$ cat src/otp_spi_pkg.sv
package otp_spi_pkg;

	// Command bytes
	localparam logic [7:0] CMD_NONE = 8'h00;
	localparam logic [7:0] CMD_STATUS_WR = 8'h01;
	localparam logic [7:0] CMD_PROGRAM = 8'h02;
	localparam logic [7:0] CMD_READ = 8'h03;
	localparam logic [7:0] CMD_WRITE_DIS = 8'h04;
	localparam logic [7:0] CMD_STATUS_RD = 8'h05;
	localparam logic [7:0] CMD_WRITE_EN = 8'h06;
	localparam logic [7:0] CMD_LOCK = 8'h85;

	// Status byte layout
	localparam int STAT_WRITE_EN = 5;
	localparam int STAT_READY_NOT = 4;
	localparam int STAT_INFO_SEL = 3;
	localparam int STAT_LOCK = 2;

	// Lock byte in the info page
	localparam logic [15:0] LOCK_INFO_ADDR = 16'h0023;
	localparam logic [7:0] UNLOCKED_BYTE = 8'hFF;
	localparam logic [7:0] LOCK_BYTE = 8'h00;
	localparam logic [7:0] REFUSED_BYTE = 8'h00;

	// Timing and sizes
	localparam int PROGRAM_CYCLES = 1600;
	localparam logic [8:0] MAX_PROGRAM_BYTES = 9'h100;
	localparam int FIFO_DEPTH = 2;

	// Position of the byte within one command
	localparam logic [1:0] BYTE_CMD = 2'h0;
	localparam logic [1:0] BYTE_ADDR_HI = 2'h1;
	localparam logic [1:0] BYTE_ADDR_LO = 2'h2;
	localparam logic [1:0] BYTE_DATA = 2'h3;

	// Reset levels of the synchronised pins: sck, csn_n, mosi
	localparam logic [2:0] PINS_IDLE = 3'h2;

	typedef enum logic [2:0] {
		ST_BOOT_RD,
		ST_BOOT_WAIT,
		ST_BOOT_CAP,
		ST_IDLE,
		ST_PROGRAM,
		ST_LOCK
	} ctl_state_t;

	typedef struct packed {
		logic sck;
		logic csn_n;
		logic mosi;
	} spi_pins_t;

	typedef struct packed {
		logic en;
		logic info;
		logic [15:0] addr;
	} otp_rd_t;

	typedef struct packed {
		logic en;
		logic info;
		logic [15:0] addr;
		logic [7:0] data;
	} otp_ld_t;

endpackage

$ cat src/otp_pin_sync.sv
`timescale 1ns/1ps
`default_nettype none
module otp_pin_sync #(
	parameter int W = 3,
	parameter logic [W-1:0] RST_VAL = '0
) (
	// Clock and reset
	input wire logic clk,
	input wire logic sys_rst,
	// Asynchronous levels in, core-domain levels out
	input wire logic [W-1:0] d,
	output logic [W-1:0] q
);

	logic [W-1:0] meta_ff;
	logic [W-1:0] q_ff;

	if (W < 1) begin : g_chk
		$error("otp_pin_sync: W must be at least 1");
	end

	// First stage feeds only the second stage
	always_ff @(posedge clk) begin
		if (sys_rst) begin
			meta_ff <= RST_VAL;
			q_ff <= RST_VAL;
		end else begin
			meta_ff <= d;
			q_ff <= meta_ff;
		end
	end

	assign q = q_ff;

endmodule
`default_nettype wire

$ cat src/otp_byte_fifo.sv
`timescale 1ns/1ps
`default_nettype none
module otp_byte_fifo #(
	parameter int W = 8,
	parameter int DEPTH = 2
) (
	// Clock and reset
	input wire logic clk,
	input wire logic sys_rst,
	input wire logic flush,
	// Fill side
	input wire logic in_valid,
	output logic in_ready,
	input wire logic [W-1:0] in_data,
	// Drain side
	output logic out_valid,
	input wire logic out_ready,
	output logic [W-1:0] out_data
);

	localparam int AW = (DEPTH > 1) ? $clog2(DEPTH) : 1;
	localparam logic [AW:0] FULL = (AW + 1)'(DEPTH);

	logic [W-1:0] mem_ff [DEPTH];
	logic [AW-1:0] wr_ff;
	logic [AW-1:0] rd_ff;
	logic [AW:0] cnt_ff;

	if (DEPTH < 2 || (DEPTH & (DEPTH - 1)) != 0) begin : g_chk
		$error("otp_byte_fifo: DEPTH must be a power of two, at least 2");
	end

	wire push = in_valid & in_ready;
	wire pop = out_valid & out_ready;

	assign in_ready = cnt_ff != FULL;
	assign out_valid = cnt_ff != '0;
	assign out_data = mem_ff[rd_ff];

	always_ff @(posedge clk) begin
		if (push) begin
			mem_ff[wr_ff] <= in_data;
		end
	end

	// Flush drops everything, including a word pushed in the same cycle
	always_ff @(posedge clk) begin
		if (sys_rst || flush) begin
			wr_ff <= '0;
			rd_ff <= '0;
			cnt_ff <= '0;
		end else begin
			wr_ff <= wr_ff + AW'(push);
			rd_ff <= rd_ff + AW'(pop);
			cnt_ff <= cnt_ff + (AW + 1)'(push) - (AW + 1)'(pop);
		end
	end

endmodule
`default_nettype wire

$ cat src/otp_spi_port.sv
// How it works
// - Lock command is one byte shifted in while chip select is low.
// - Lock programming starts at chip select rise and lasts 1600 core cycles.
// - While a sequence runs, every command except status read is ignored.
// - Write enable clears when the lock sequence completes.
// - Nothing but a start-up read can ever clear the lock flag.
// - At start-up info byte 0x23 is read; 0xFF unlocks, anything else locks.
// - Internal controller can request the same lock-byte write.
// - A set lock flag refuses programming of main block and info page.
// - A set lock flag returns zero instead of main block contents.
// - SPI pins are asynchronous and pass two flops before use.
// - SPI clock up to 8 MHz; lower rates equally accepted.
// - Ready-not status bit stays 1 while programming runs.
// - Command 0x85 sets lock flag and writes 0x00 to info byte 0x23.
// - Command 0x06 sets the write enable bit.
// - Command 0x05 repeats the status byte while chip select stays low.
`timescale 1ns/1ps
`default_nettype none
module otp_spi_port
	import otp_spi_pkg::*;
#(
	parameter int PROGRAM_CYCLES_P = PROGRAM_CYCLES
) (
	// Clock and reset
	input wire logic clk,
	input wire logic sys_rst,
	// SPI pins
	input wire logic spi_sck,
	input wire logic spi_csn_n,
	input wire logic spi_mosi,
	output logic spi_miso,
	output logic spi_miso_oe,
	// Internal controller
	input wire logic mcu_lock_req,
	// Array read port, data one cycle after the request
	output otp_rd_t otp_rd,
	input wire logic [7:0] otp_rdata,
	// Array page-latch load and program strobe
	output otp_ld_t otp_ld,
	output logic program_busy,
	// Status
	output logic readback_locked
);

	localparam logic [15:0] CYC_LAST = 16'(PROGRAM_CYCLES_P - 1);

	if (PROGRAM_CYCLES_P < 1 || PROGRAM_CYCLES_P > 65535) begin : g_chk
		$error("otp_spi_port: PROGRAM_CYCLES_P out of range");
	end

	spi_pins_t pins_s;
	ctl_state_t state_ff;
	ctl_state_t nxt_state;
	logic sck_d_ff;
	logic csn_d_ff;
	logic [2:0] bit_cnt_ff;
	logic [6:0] sh_in_ff;
	logic [1:0] byte_idx_ff;
	logic [7:0] cmd_ff;
	logic [15:0] addr_ff;
	logic [8:0] nbytes_ff;
	logic program_voltage_pin_ok_ff;
	logic wen_ff;
	logic info_page_select_ff;
	logic lock_ff;
	logic [7:0] tx_ff;
	logic load_pend_ff;
	logic oe_ff;
	logic fetch_on_ff;
	logic rd_wait_ff;
	otp_rd_t rd_ff;
	otp_ld_t ld_ff;
	logic [15:0] cyc_ff;
	logic [8:0] left_ff;
	logic busy_ff;
	logic [7:0] status_byte;
	logic [7:0] tx_next;
	logic fifo_in_ready;
	logic fifo_out_valid;
	logic [7:0] fifo_out_data;

	// SPI pins are unrelated to clk; replies need about four clk per SCK half period, so 8 MHz wants a faster clk
	otp_pin_sync #(.W($bits(spi_pins_t)), .RST_VAL(PINS_IDLE)) u_sync (
		.clk(clk),
		.sys_rst(sys_rst),
		.d({spi_sck, spi_csn_n, spi_mosi}),
		.q(pins_s)
	);

	// Edge and byte decode
	wire active = ~pins_s.csn_n;
	wire sck_rise = active & pins_s.sck & ~sck_d_ff;
	wire sck_fall = active & ~pins_s.sck & sck_d_ff;
	wire csn_end = pins_s.csn_n & ~csn_d_ff;
	wire byte_done = sck_rise & (bit_cnt_ff == 3'h7);
	wire [7:0] rx_byte = {sh_in_ff, pins_s.mosi};
	wire ctl_busy = state_ff != ST_IDLE;
	wire cmd_take = byte_done & (byte_idx_ff == BYTE_CMD);
	wire cmd_ok = ~ctl_busy | (rx_byte == CMD_STATUS_RD);
	wire [7:0] cmd_now = cmd_ok ? rx_byte : CMD_NONE;
	wire addr_hi_done = byte_done & (byte_idx_ff == BYTE_ADDR_HI);
	wire addr_lo_done = byte_done & (byte_idx_ff == BYTE_ADDR_LO);
	wire data_done = byte_done & (byte_idx_ff == BYTE_DATA);
	wire status_wr = addr_hi_done & (cmd_ff == CMD_STATUS_WR);
	wire program_voltage_pin_byte = data_done & (cmd_ff == CMD_PROGRAM) & program_voltage_pin_ok_ff & ~lock_ff & (nbytes_ff != MAX_PROGRAM_BYTES);
	wire program_voltage_pin_start = csn_end & (cmd_ff == CMD_PROGRAM) & program_voltage_pin_ok_ff & (nbytes_ff != 9'h000);
	wire lock_start_spi = csn_end & (cmd_ff == CMD_LOCK) & wen_ff;
	// A request that meets a program byte load is dropped, else the lock byte load would be lost
	wire lock_start = lock_start_spi | (mcu_lock_req & ~ctl_busy & ~csn_end & ~program_voltage_pin_byte);
	wire in_seq = (state_ff == ST_PROGRAM) | (state_ff == ST_LOCK);
	wire seq_done = in_seq & (cyc_ff == CYC_LAST) & (left_ff == 9'h001);
	wire fetch_go = fetch_on_ff & fifo_in_ready & ~rd_ff.en & ~rd_wait_ff;
	wire push = rd_wait_ff & fetch_on_ff;
	wire [7:0] push_data = (lock_ff & ~info_page_select_ff) ? REFUSED_BYTE : otp_rdata;
	wire tx_load = sck_fall & load_pend_ff;
	wire pop = tx_load & (cmd_ff == CMD_READ);

	always_comb begin
		status_byte = 8'h00;
		status_byte[STAT_WRITE_EN] = wen_ff;
		status_byte[STAT_READY_NOT] = ctl_busy;
		status_byte[STAT_INFO_SEL] = info_page_select_ff;
		status_byte[STAT_LOCK] = lock_ff;
	end

	always_comb begin
		tx_next = 8'h00;
		if (cmd_ff == CMD_STATUS_RD) begin
			tx_next = status_byte;
		end else if (cmd_ff == CMD_READ && fifo_out_valid) begin
			tx_next = fifo_out_data;
		end
	end

	// Read data buffer; a slow SCK simply leaves the fetch stalled
	otp_byte_fifo #(.W(8), .DEPTH(FIFO_DEPTH)) u_fifo (
		.clk(clk),
		.sys_rst(sys_rst),
		.flush(~active),
		.in_valid(push),
		.in_ready(fifo_in_ready),
		.in_data(push_data),
		.out_valid(fifo_out_valid),
		.out_ready(pop),
		.out_data(fifo_out_data)
	);

	always_ff @(posedge clk) begin
		if (sys_rst) begin
			sck_d_ff <= 1'b0;
			csn_d_ff <= 1'b1;
			oe_ff <= 1'b0;
		end else begin
			sck_d_ff <= pins_s.sck;
			csn_d_ff <= pins_s.csn_n;
			oe_ff <= active;
		end
	end

	// Serial receive, MSB first, sampled on SCK rise
	always_ff @(posedge clk) begin
		if (sys_rst || !active) begin
			bit_cnt_ff <= 3'h0;
			sh_in_ff <= 7'h00;
			byte_idx_ff <= BYTE_CMD;
		end else if (sck_rise) begin
			bit_cnt_ff <= bit_cnt_ff + 3'h1;
			sh_in_ff <= rx_byte[6:0];
			if (byte_done && byte_idx_ff != BYTE_DATA) begin
				byte_idx_ff <= byte_idx_ff + 2'h1;
			end
		end
	end

	// Command, address and byte count
	always_ff @(posedge clk) begin
		if (sys_rst || csn_end) begin
			cmd_ff <= CMD_NONE;
			program_voltage_pin_ok_ff <= 1'b0;
			nbytes_ff <= 9'h000;
		end else begin
			if (cmd_take) begin
				cmd_ff <= cmd_now;
				program_voltage_pin_ok_ff <= wen_ff & ~lock_ff;
			end
			if (program_voltage_pin_byte) begin
				nbytes_ff <= nbytes_ff + 9'h001;
			end
		end
	end

	always_ff @(posedge clk) begin
		if (sys_rst) begin
			addr_ff <= 16'h0000;
		end else if (addr_hi_done) begin
			addr_ff[15:8] <= rx_byte;
		end else if (addr_lo_done) begin
			addr_ff[7:0] <= rx_byte;
		end else if (program_voltage_pin_byte || fetch_go) begin
			addr_ff <= addr_ff + 16'h0001;
		end
	end

	// Status bits
	always_ff @(posedge clk) begin
		if (sys_rst) begin
			wen_ff <= 1'b0;
			info_page_select_ff <= 1'b0;
		end else if (seq_done) begin
			wen_ff <= 1'b0;
		end else if (csn_end && cmd_ff == CMD_PROGRAM) begin
			wen_ff <= program_voltage_pin_start & wen_ff;
		end else if (cmd_take && cmd_now == CMD_WRITE_EN) begin
			wen_ff <= 1'b1;
		end else if (cmd_take && cmd_now == CMD_WRITE_DIS) begin
			wen_ff <= 1'b0;
		end else if (status_wr) begin
			wen_ff <= rx_byte[STAT_WRITE_EN];
			info_page_select_ff <= rx_byte[STAT_INFO_SEL];
		end
	end

	// Locked until the start-up read proves the byte blank; only that read clears it
	always_ff @(posedge clk) begin
		if (sys_rst) begin
			lock_ff <= 1'b1;
		end else if (state_ff == ST_BOOT_CAP) begin
			lock_ff <= otp_rdata != UNLOCKED_BYTE;
		end else if (seq_done && state_ff == ST_LOCK) begin
			lock_ff <= 1'b1;
		end
	end

	// Serial transmit, changed on SCK fall
	always_ff @(posedge clk) begin
		if (sys_rst || !active) begin
			tx_ff <= 8'h00;
			load_pend_ff <= 1'b0;
		end else begin
			if (byte_done) begin
				load_pend_ff <= (cmd_take && cmd_now == CMD_STATUS_RD) || (!cmd_take && cmd_ff == CMD_STATUS_RD)
					|| (cmd_ff == CMD_READ && (addr_lo_done || data_done));
			end else if (sck_fall) begin
				load_pend_ff <= 1'b0;
			end
			if (tx_load) begin
				tx_ff <= tx_next;
			end else if (sck_fall) begin
				tx_ff <= {tx_ff[6:0], 1'b0};
			end
		end
	end

	// Array read: start-up probe, then prefetch for READ
	always_ff @(posedge clk) begin
		if (sys_rst) begin
			rd_ff <= '0;
			rd_wait_ff <= 1'b0;
			fetch_on_ff <= 1'b0;
		end else begin
			rd_wait_ff <= rd_ff.en;
			fetch_on_ff <= active & (fetch_on_ff | (addr_lo_done & (cmd_ff == CMD_READ)));
			if (state_ff == ST_BOOT_RD) begin
				rd_ff <= '{en: 1'b1, info: 1'b1, addr: LOCK_INFO_ADDR};
			end else if (fetch_go) begin
				rd_ff <= '{en: 1'b1, info: info_page_select_ff, addr: addr_ff};
			end else begin
				rd_ff.en <= 1'b0;
			end
		end
	end

	// Sequencer
	always_comb begin
		nxt_state = state_ff;
		case (state_ff)
			ST_BOOT_RD: nxt_state = ST_BOOT_WAIT;
			ST_BOOT_WAIT: nxt_state = ST_BOOT_CAP;
			ST_BOOT_CAP: nxt_state = ST_IDLE;
			ST_IDLE: begin
				if (program_voltage_pin_start) begin
					nxt_state = ST_PROGRAM;
				end else if (lock_start) begin
					nxt_state = ST_LOCK;
				end
			end
			ST_PROGRAM, ST_LOCK: begin
				if (seq_done) begin
					nxt_state = ST_IDLE;
				end
			end
			default: nxt_state = ST_BOOT_RD;
		endcase
	end

	always_ff @(posedge clk) begin
		if (sys_rst) begin
			state_ff <= ST_BOOT_RD;
			busy_ff <= 1'b0;
		end else begin
			state_ff <= nxt_state;
			busy_ff <= (nxt_state == ST_PROGRAM) || (nxt_state == ST_LOCK);
		end
	end

	// Each byte takes PROGRAM_CYCLES_P cycles
	always_ff @(posedge clk) begin
		if (sys_rst || !in_seq) begin
			cyc_ff <= 16'h0000;
			left_ff <= (program_voltage_pin_start && state_ff == ST_IDLE) ? nbytes_ff : 9'h001;
		end else if (cyc_ff == CYC_LAST) begin
			cyc_ff <= 16'h0000;
			left_ff <= left_ff - 9'h001;
		end else begin
			cyc_ff <= cyc_ff + 16'h0001;
		end
	end

	// Page latch load; locked device never loads program data, only the lock byte at info 0x23
	always_ff @(posedge clk) begin
		if (sys_rst) begin
			ld_ff <= '0;
		end else if (program_voltage_pin_byte) begin
			ld_ff <= '{en: 1'b1, info: info_page_select_ff, addr: addr_ff, data: rx_byte};
		end else if (lock_start && !program_voltage_pin_start && state_ff == ST_IDLE) begin
			ld_ff <= '{en: 1'b1, info: 1'b1, addr: LOCK_INFO_ADDR, data: LOCK_BYTE};
		end else begin
			ld_ff.en <= 1'b0;
		end
	end

	assign spi_miso = tx_ff[7];
	assign spi_miso_oe = oe_ff;
	assign otp_rd = rd_ff;
	assign otp_ld = ld_ff;
	assign program_busy = busy_ff;
	assign readback_locked = lock_ff;

	// Checks
	logic [19:0] busy_len_ff;
	logic [8:0] run_len_ff;
	always_ff @(posedge clk) begin
		if (sys_rst || !busy_ff) begin
			busy_len_ff <= 20'h00000;
		end else begin
			busy_len_ff <= busy_len_ff + 20'h00001;
		end
		if (busy_ff && !in_seq) begin
			run_len_ff <= 9'h000;
		end else if (in_seq && cyc_ff == 16'h0000 && busy_len_ff == 20'h00000) begin
			run_len_ff <= left_ff;
		end
	end
endmodule
`default_nettype wire

$ cat config.mk
export PLATFORM = sky130hd
export DESIGN_NAME = otp_spi_port
export DESIGN_NICKNAME = d
export VERILOG_FILES = /design/src/otp_spi_pkg.sv /design/src/otp_pin_sync.sv /design/src/otp_byte_fifo.sv /design/src/otp_spi_port.sv
export SDC_FILE = /design/constraint.sdc
export NUM_CORES = 1
export LEC_CHECK = 0
export ABC_AREA = 1
export BUFFER_PORTS_ARGS = -buffer_cell sky130_fd_sc_hd__buf_2
export CAP_MARGIN = 25
export CORE_MARGIN = 2
export CORE_UTILIZATION = 55
export CTS_CLUSTER_SIZE = 16
export DETAILED_ROUTE_END_ITERATION = 6
export PLACE_DENSITY_LB_ADDON = 0.1
export SYNTH_ARGS = -nofsm -noshare
export SYNTH_HDL_FRONTEND = slang
export SYNTH_SLANG_ARGS = --single-unit
$ cat constraint.sdc
create_clock -name clk -period 2.5 [get_ports clk]
set_input_delay 0.375 -clock clk [delete_from_list [all_inputs] [get_ports clk]]
set_output_delay 0.375 -clock clk [all_outputs]
set_load 0.02 [all_outputs]
# Word level (Yosys, flattened, before mapping)
# Memory sizes are Yosys's and may differ from the RTL's. A register that Yosys moved wholly into a read port is not among the register bits.
# Cells that the tools add are included.
[classes] n_eq_ne=28 reduce_logical=44 muxes=34 addsub=10 bitwise_logic=58
[op_table] operator="8-bit two-way mux" n=9
[op_table] operator="8-bit by 3-bit == test with 1-bit output, second input constant" n=5
[op_table] operator="1-bit AND" n=38
[op_table] operator="16-bit by 1-bit adder with 16-bit output, second input constant" n=2
[op_table] operator="9-bit two-way mux" n=3
[op_table] operator="26-bit two-way mux" n=1
[op_table] operator="25-bit two-way mux" n=1
[op_table] operator="18-bit two-way mux" n=1
[op_table] operator="2-bit nonzero test" n=9
[op_table] operator="17-bit two-way mux" n=1
[op_table] operator="16-bit by 11-bit == test with 1-bit output, second input constant" n=1
[op_table] operator="8-bit by 2-bit == test with 1-bit output, second input constant" n=2
[op_table] operator="16-bit two-way mux" n=1
[op_table] operator="1-bit inverter" n=16
[op_table] operator="3-bit == test, second input constant" n=5
[op_table] operator="3-bit one-hot mux with 5 select lines" n=1
[op_table] operator="1-bit two-way mux" n=13
[op_table] operator="1-bit logical AND" n=12
[op_table] operator="9-bit by 1-bit adder with 9-bit output, second input constant" n=1
[op_table] operator="9-bit by 1-bit == test with 1-bit output, second input constant" n=1
[op_table] operator="3-bit two-way mux" n=3
[op_table] operator="9-bit inequality test, second input constant" n=1
[op_table] operator="9-bit nonzero test" n=1
[op_table] operator="9-bit by 1-bit subtractor with 9-bit output, second input constant" n=1
[op_table] operator="other kinds (23)" n=45
[word_totals] ff_bits=146 memories=1 elab_cells=210 out_inout_bits=48 mem_bits_rw=16
[memory_table] memory="u_fifo.mem_ff" depth=2 word_bits=8 read_ports=1 rd_clocked_by_memory_dff=1 write_ports=1 line="otp_byte_fifo.sv:24" rtl="logic [W-1:0] mem_ff [DEPTH];"

# Logic depth before layout (Yosys ltp)
[logic_depth] word_depth=17 depth_mapped=12

# Modules after synthesis
# Synthesis repeated with hierarchy kept, for this count alone.
[hier_totals] hier_cells=1016 area_unflattened_um2=7862.5
[modules_own_cells] module="otp_spi_port" n_inst=1 cells_each=937 area_per_inst_um2=6842.8
[modules_own_cells] module="otp_byte_fifo" n_inst=1 cells_each=60 area_per_inst_um2=850.8
[modules_own_cells] module="otp_pin_sync" n_inst=1 cells_each=19 area_per_inst_um2=168.9

# Least setup slack after synthesis
# OpenSTA, ideal clock, no wires.
[synth_path] path_kind="reg2reg" start="reg cmd_ff[2]" end="reg u_fifo.cnt_ff[1]" n_path_buf=0 setup_slack_ns=0.627 path_stages_with_launch=11 setup_time_ns=0.070 synth_period_minus_slack_ns=1.873 arrival_time_ns=1.802 cell_sequence="dfxtp_1 -> nor2_1 -> nand2_1 -> nor3_2 -> nand2_1 -> nor3_4 -> ha_1 -> inv_1 -> ha_1 -> or2_2 -> a21oi_1"
[synth_between] elab_chain_len=4
[synth_lines] item="start: declaration" line="otp_spi_port.sv:59" rtl="logic [7:0] cmd_ff;"
[synth_lines] item="start signal: assignment" line="otp_spi_port.sv:183" rtl="cmd_ff <= cmd_now;"
[synth_lines] item="8-bit by 2-bit == test with 1-bit output" line="otp_spi_port.sv:116" rtl="wire pop = tx_load & (cmd_ff == CMD_READ);"
[synth_lines] item="1-bit AND" line="otp_spi_port.sv:116"
[synth_lines] item="1-bit AND" line="otp_byte_fifo.sv:34" rtl="wire pop = out_valid & out_ready;"
[synth_lines] item="2-bit by 1-bit subtractor with 2-bit output" line="otp_byte_fifo.sv:55" rtl="cnt_ff <= cnt_ff + (AW + 1)'(push) - (AW + 1)'(pop);"
[synth_lines] item="end signal: assignment" line="otp_byte_fifo.sv:55"
[synth_lines] item="end: declaration" line="otp_byte_fifo.sv:27" rtl="logic [AW:0] cnt_ff;"
# Every way passes these cells.
# A chain may end at the register's enable or synchronous reset.

# Worst setup path after layout
# Ends and elaborated chain as after synthesis.

==> summary.md <==
| Metric | Value |
|---|---|
| Lkg Pwr | `3.56 nW` |
| Share of layout cells above drive strength 1 | `13.9%` |
| Most frequent cells in the layout | `nand2_1 (216), dfxtp_1 (137), nor2_1 (108)` |
| Yosys warnings | `0` |
| Setup crit end kind | `flip-flop` |
| IO Pins | `62` |
| Power after layout | `between 0.005 and 0.006 W` |
| Number of synthesized flops with an enable pin | `25` |
| Core ar. | `about 13000 µm²` |
| Synth unique cells | `44` |
| Peak VDD IR | `0.609 mV` |
| Clk pin slew, worst setup/hold paths | `0.06 ns` |
| Port Buffers | `61` |
| Mean Syn Cell Area | `7.59 µm²` |
| Crit path max fanout | `7` |
| Worst Path Arrival | `between 2 and 2.5 ns` |
| Initial antenna violation count | `0` |
| Antenna-violating nets left | `0` |
| #FFs+latches synth | `~160` |
| Total number of vias | `6611` |
| PwrDens | `approximately 600 nW/µm²` |
| FFs w/ async S/R, synth | `0%` |
| Num CTS Buffers | `17` |
| Net Count, Synth | `1033` |
| CTS Sinks | `162` |
| Starting density of the core | `approximately 57%` |
| Gr usage total | `25.2%` |
| Die W | `122 µm` |
| Final setup violation count | `0` |
| # diodes | `0` |
| Hold-fix buffers, CTS | `0` |
| Post-Syn Area | `7610 µm²` |
| Total grt overflow | `0` |
| Post-CTS Setup Inserts | `0` |
| Die Y | `~120 µm` |
| Fillers | `1196` |
| Crit path kind | `flip-flop to flip-flop` |
| Register area share after synthesis | `45.9%` |
| Hold Crit Class | `primary input to flip-flop` |
| Req. time, crit path | `2.85 ns` |
| Max H-tree Level | `4` |
| Vias in the first global route | `5914` |
| Row count | `42` |
| Die area | `around 15000 µm²` |
| GP Congestion | `between 0.8 and 0.9` |
| Final nets | `1093` |
| CTS Buffer Depth | `2` |
| Hold slack | `0.128 ns` |
| Final wirelength | `17600 µm` |
| Post-DP HPWL | `12800 µm` |
| Final hold vios | `0` |
| First-pass GRT wire length | `29400 µm` |
| Worst Skew | `0.00846 ns` |
| Clk Latency, worst-skew pair | `0.43 ns` |
| Critical path launch point type | `flip-flop` |
| Hold Path Cell Cnt | `2` |
| Crit share post-route | `84.0%` |
| Max_cap viols | `0` |
| Pre-antenna DRT Iters | `5` |
| Routed wire length per instance | `14.1 µm` |
| Tightest Pin Transition | `0.575 ns` |
| DRC viols | `0` |
| Commonest non-fill, non-tap cell in the layout | `nand2_1` |
| Min cycle time layout | `2.10 ns` |
| Max Fclk | `0.476 GHz` |
| Max-slew headroom | `61.5%` |
| Via density | `5.28` |
| Root buffer cell | `clkbuf_16` |
| Area delta synth->final | `13.4%` |
| Final core utilization | `64.4%` |
| Flop2flop setup slack | `0.40 ns` |
| Largest net degree at the start of global routing | `35` |
| RSZ-0062 raised after global routing | `false` |
| Worst R2R Path Depth | `10` |
| Slew Limit Fails | `0` |
| Cells after Synth | `around 1000` |
| Fin Setup TNS | `0 ns` |
| TritonCTS clock tree | `yes` |
| PostCTS Resize Cnt | `0` |
| Top_reg_cell synth | `dfxtp_1` |
| Status | `finished, final reports clean` |
| Iter 0 DRT Violations | `577` |
-- report_power, final --
| part | internal (W) | switching [W] |
|---|---|---|
| registers | 0.00266 | 0.0000163 |
| logic | 0.0000430 | 0.000107 |
| clock network | 0.00143 | 0.00105 |
| total | 0.00413 | 0.00117 |
-- metal layers --
metal,track usage [%],wire (µm),up-vias
met2,36.8,7550,190
met5,0,0,-
met4,8.48,274,0
met1,37.5,8820,2991
met3,4.54,988,25
li1,-,-,3405
-- final timing paths --
path | start | endpoint
max | cmd_ff[2]$_SDFFE_PP0P_ | u_fifo.cnt_ff[1]$_SDFF_PP0_
max reg2reg | cmd_ff[2]$_SDFFE_PP0P_ | u_fifo.cnt_ff[1]$_SDFF_PP0_
min | spi_csn_n | u_sync.meta_ff[1]$_SDFF_PP1_
min reg2reg | u_sync.meta_ff[0]$_SDFF_PP0_ | u_sync.q[0]$_SDFF_PP0_
-- final cells by class --
cell class              instances  area, µm²  area share (%)
clock buffers                  21        460            5.33
clock inverters                11        103            1.19
inverters                     118        443            5.13
multi-input cells             693       3520            40.8
flip-flops and latches        162       3490            40.5
well taps                     176        220            2.55
repair buffers                 71        393            4.55
-- synth_stat cells (5+ instances only) --
cell / count / share of area, %
a211oi_1: 8 / 0.79
a21oi_1: 97 / 6.4
a31oi_1: 7 / 0.58
buf_2: 8 / 0.53
clkbuf_1: 14 / 0.69
dfxtp_1: 137 / 36
edfxtp_1: 25 / 9.9
ha_1: 16 / 2.6
inv_1: 107 / 5.3
inv_2: 10 / 0.49
nand2_1: 216 / 11
nand2_2: 8 / 0.66
nand3_1: 72 / 4.7
nand3_2: 10 / 1.3
nand4_1: 8 / 0.66
nor2_1: 108 / 5.3
nor3_1: 18 / 1.2
nor4_1: 5 / 0.41
o21ai_0: 56 / 3.7
or2_2: 8 / 0.66
xnor2_1: 7 / 0.81
xor2_1: 13 / 1.5
-- cells by family after synthesis --
kind of cell / share of synthesized area (%)
AND/OR/NAND/NOR: 28.0
AO/OA/AOI/OAI: 12.7
flip-flops: 45.9
buffers and inverters: 7.87
XOR/XNOR: 2.30
adder cells (fa/ha/maj): 2.63
multiplexers: 0.526
-- worst max-delay path, stage by stage, from the launching register on --
cell and delay [ns]:
dfxtp_1 0.32, nor2_1 0.15, nand2_1 0.08, nor3_2 0.22, nand2_1 0.20, nor3_4 0.26
ha_1 0.16, inv_1 0.04, ha_1 0.19, or2_2 0.29, a21oi_1 0.11
-- through the flow --
stage | setup slack [ns] | cell area [µm²] | std cells
2_1_floorplan | 0.627 | 7610 | 1003
3_3_place_gp | 0.465 | 8070 | 1220
3_5_place_dp | 0.413 | 8070 | 1220
4_1_cts | 0.400 | 8630 | 1252
5_1_grt | 0.171 | 8630 | 1252
6_report | 0.400 | 8630 | 1252
-- sequential cells by signal, indices dropped and copies added, names as in the netlist, 8 cells and up --
signal         flops
otp_rd            18
u_fifo.mem_ff     16
cyc_ff            16
nbytes_ff          9
cmd_ff             8
otp_ld            26
left_ff            9
tx_ff              8
addr_ff           16
No activity file was read; power rests on OpenSTA's default activity.
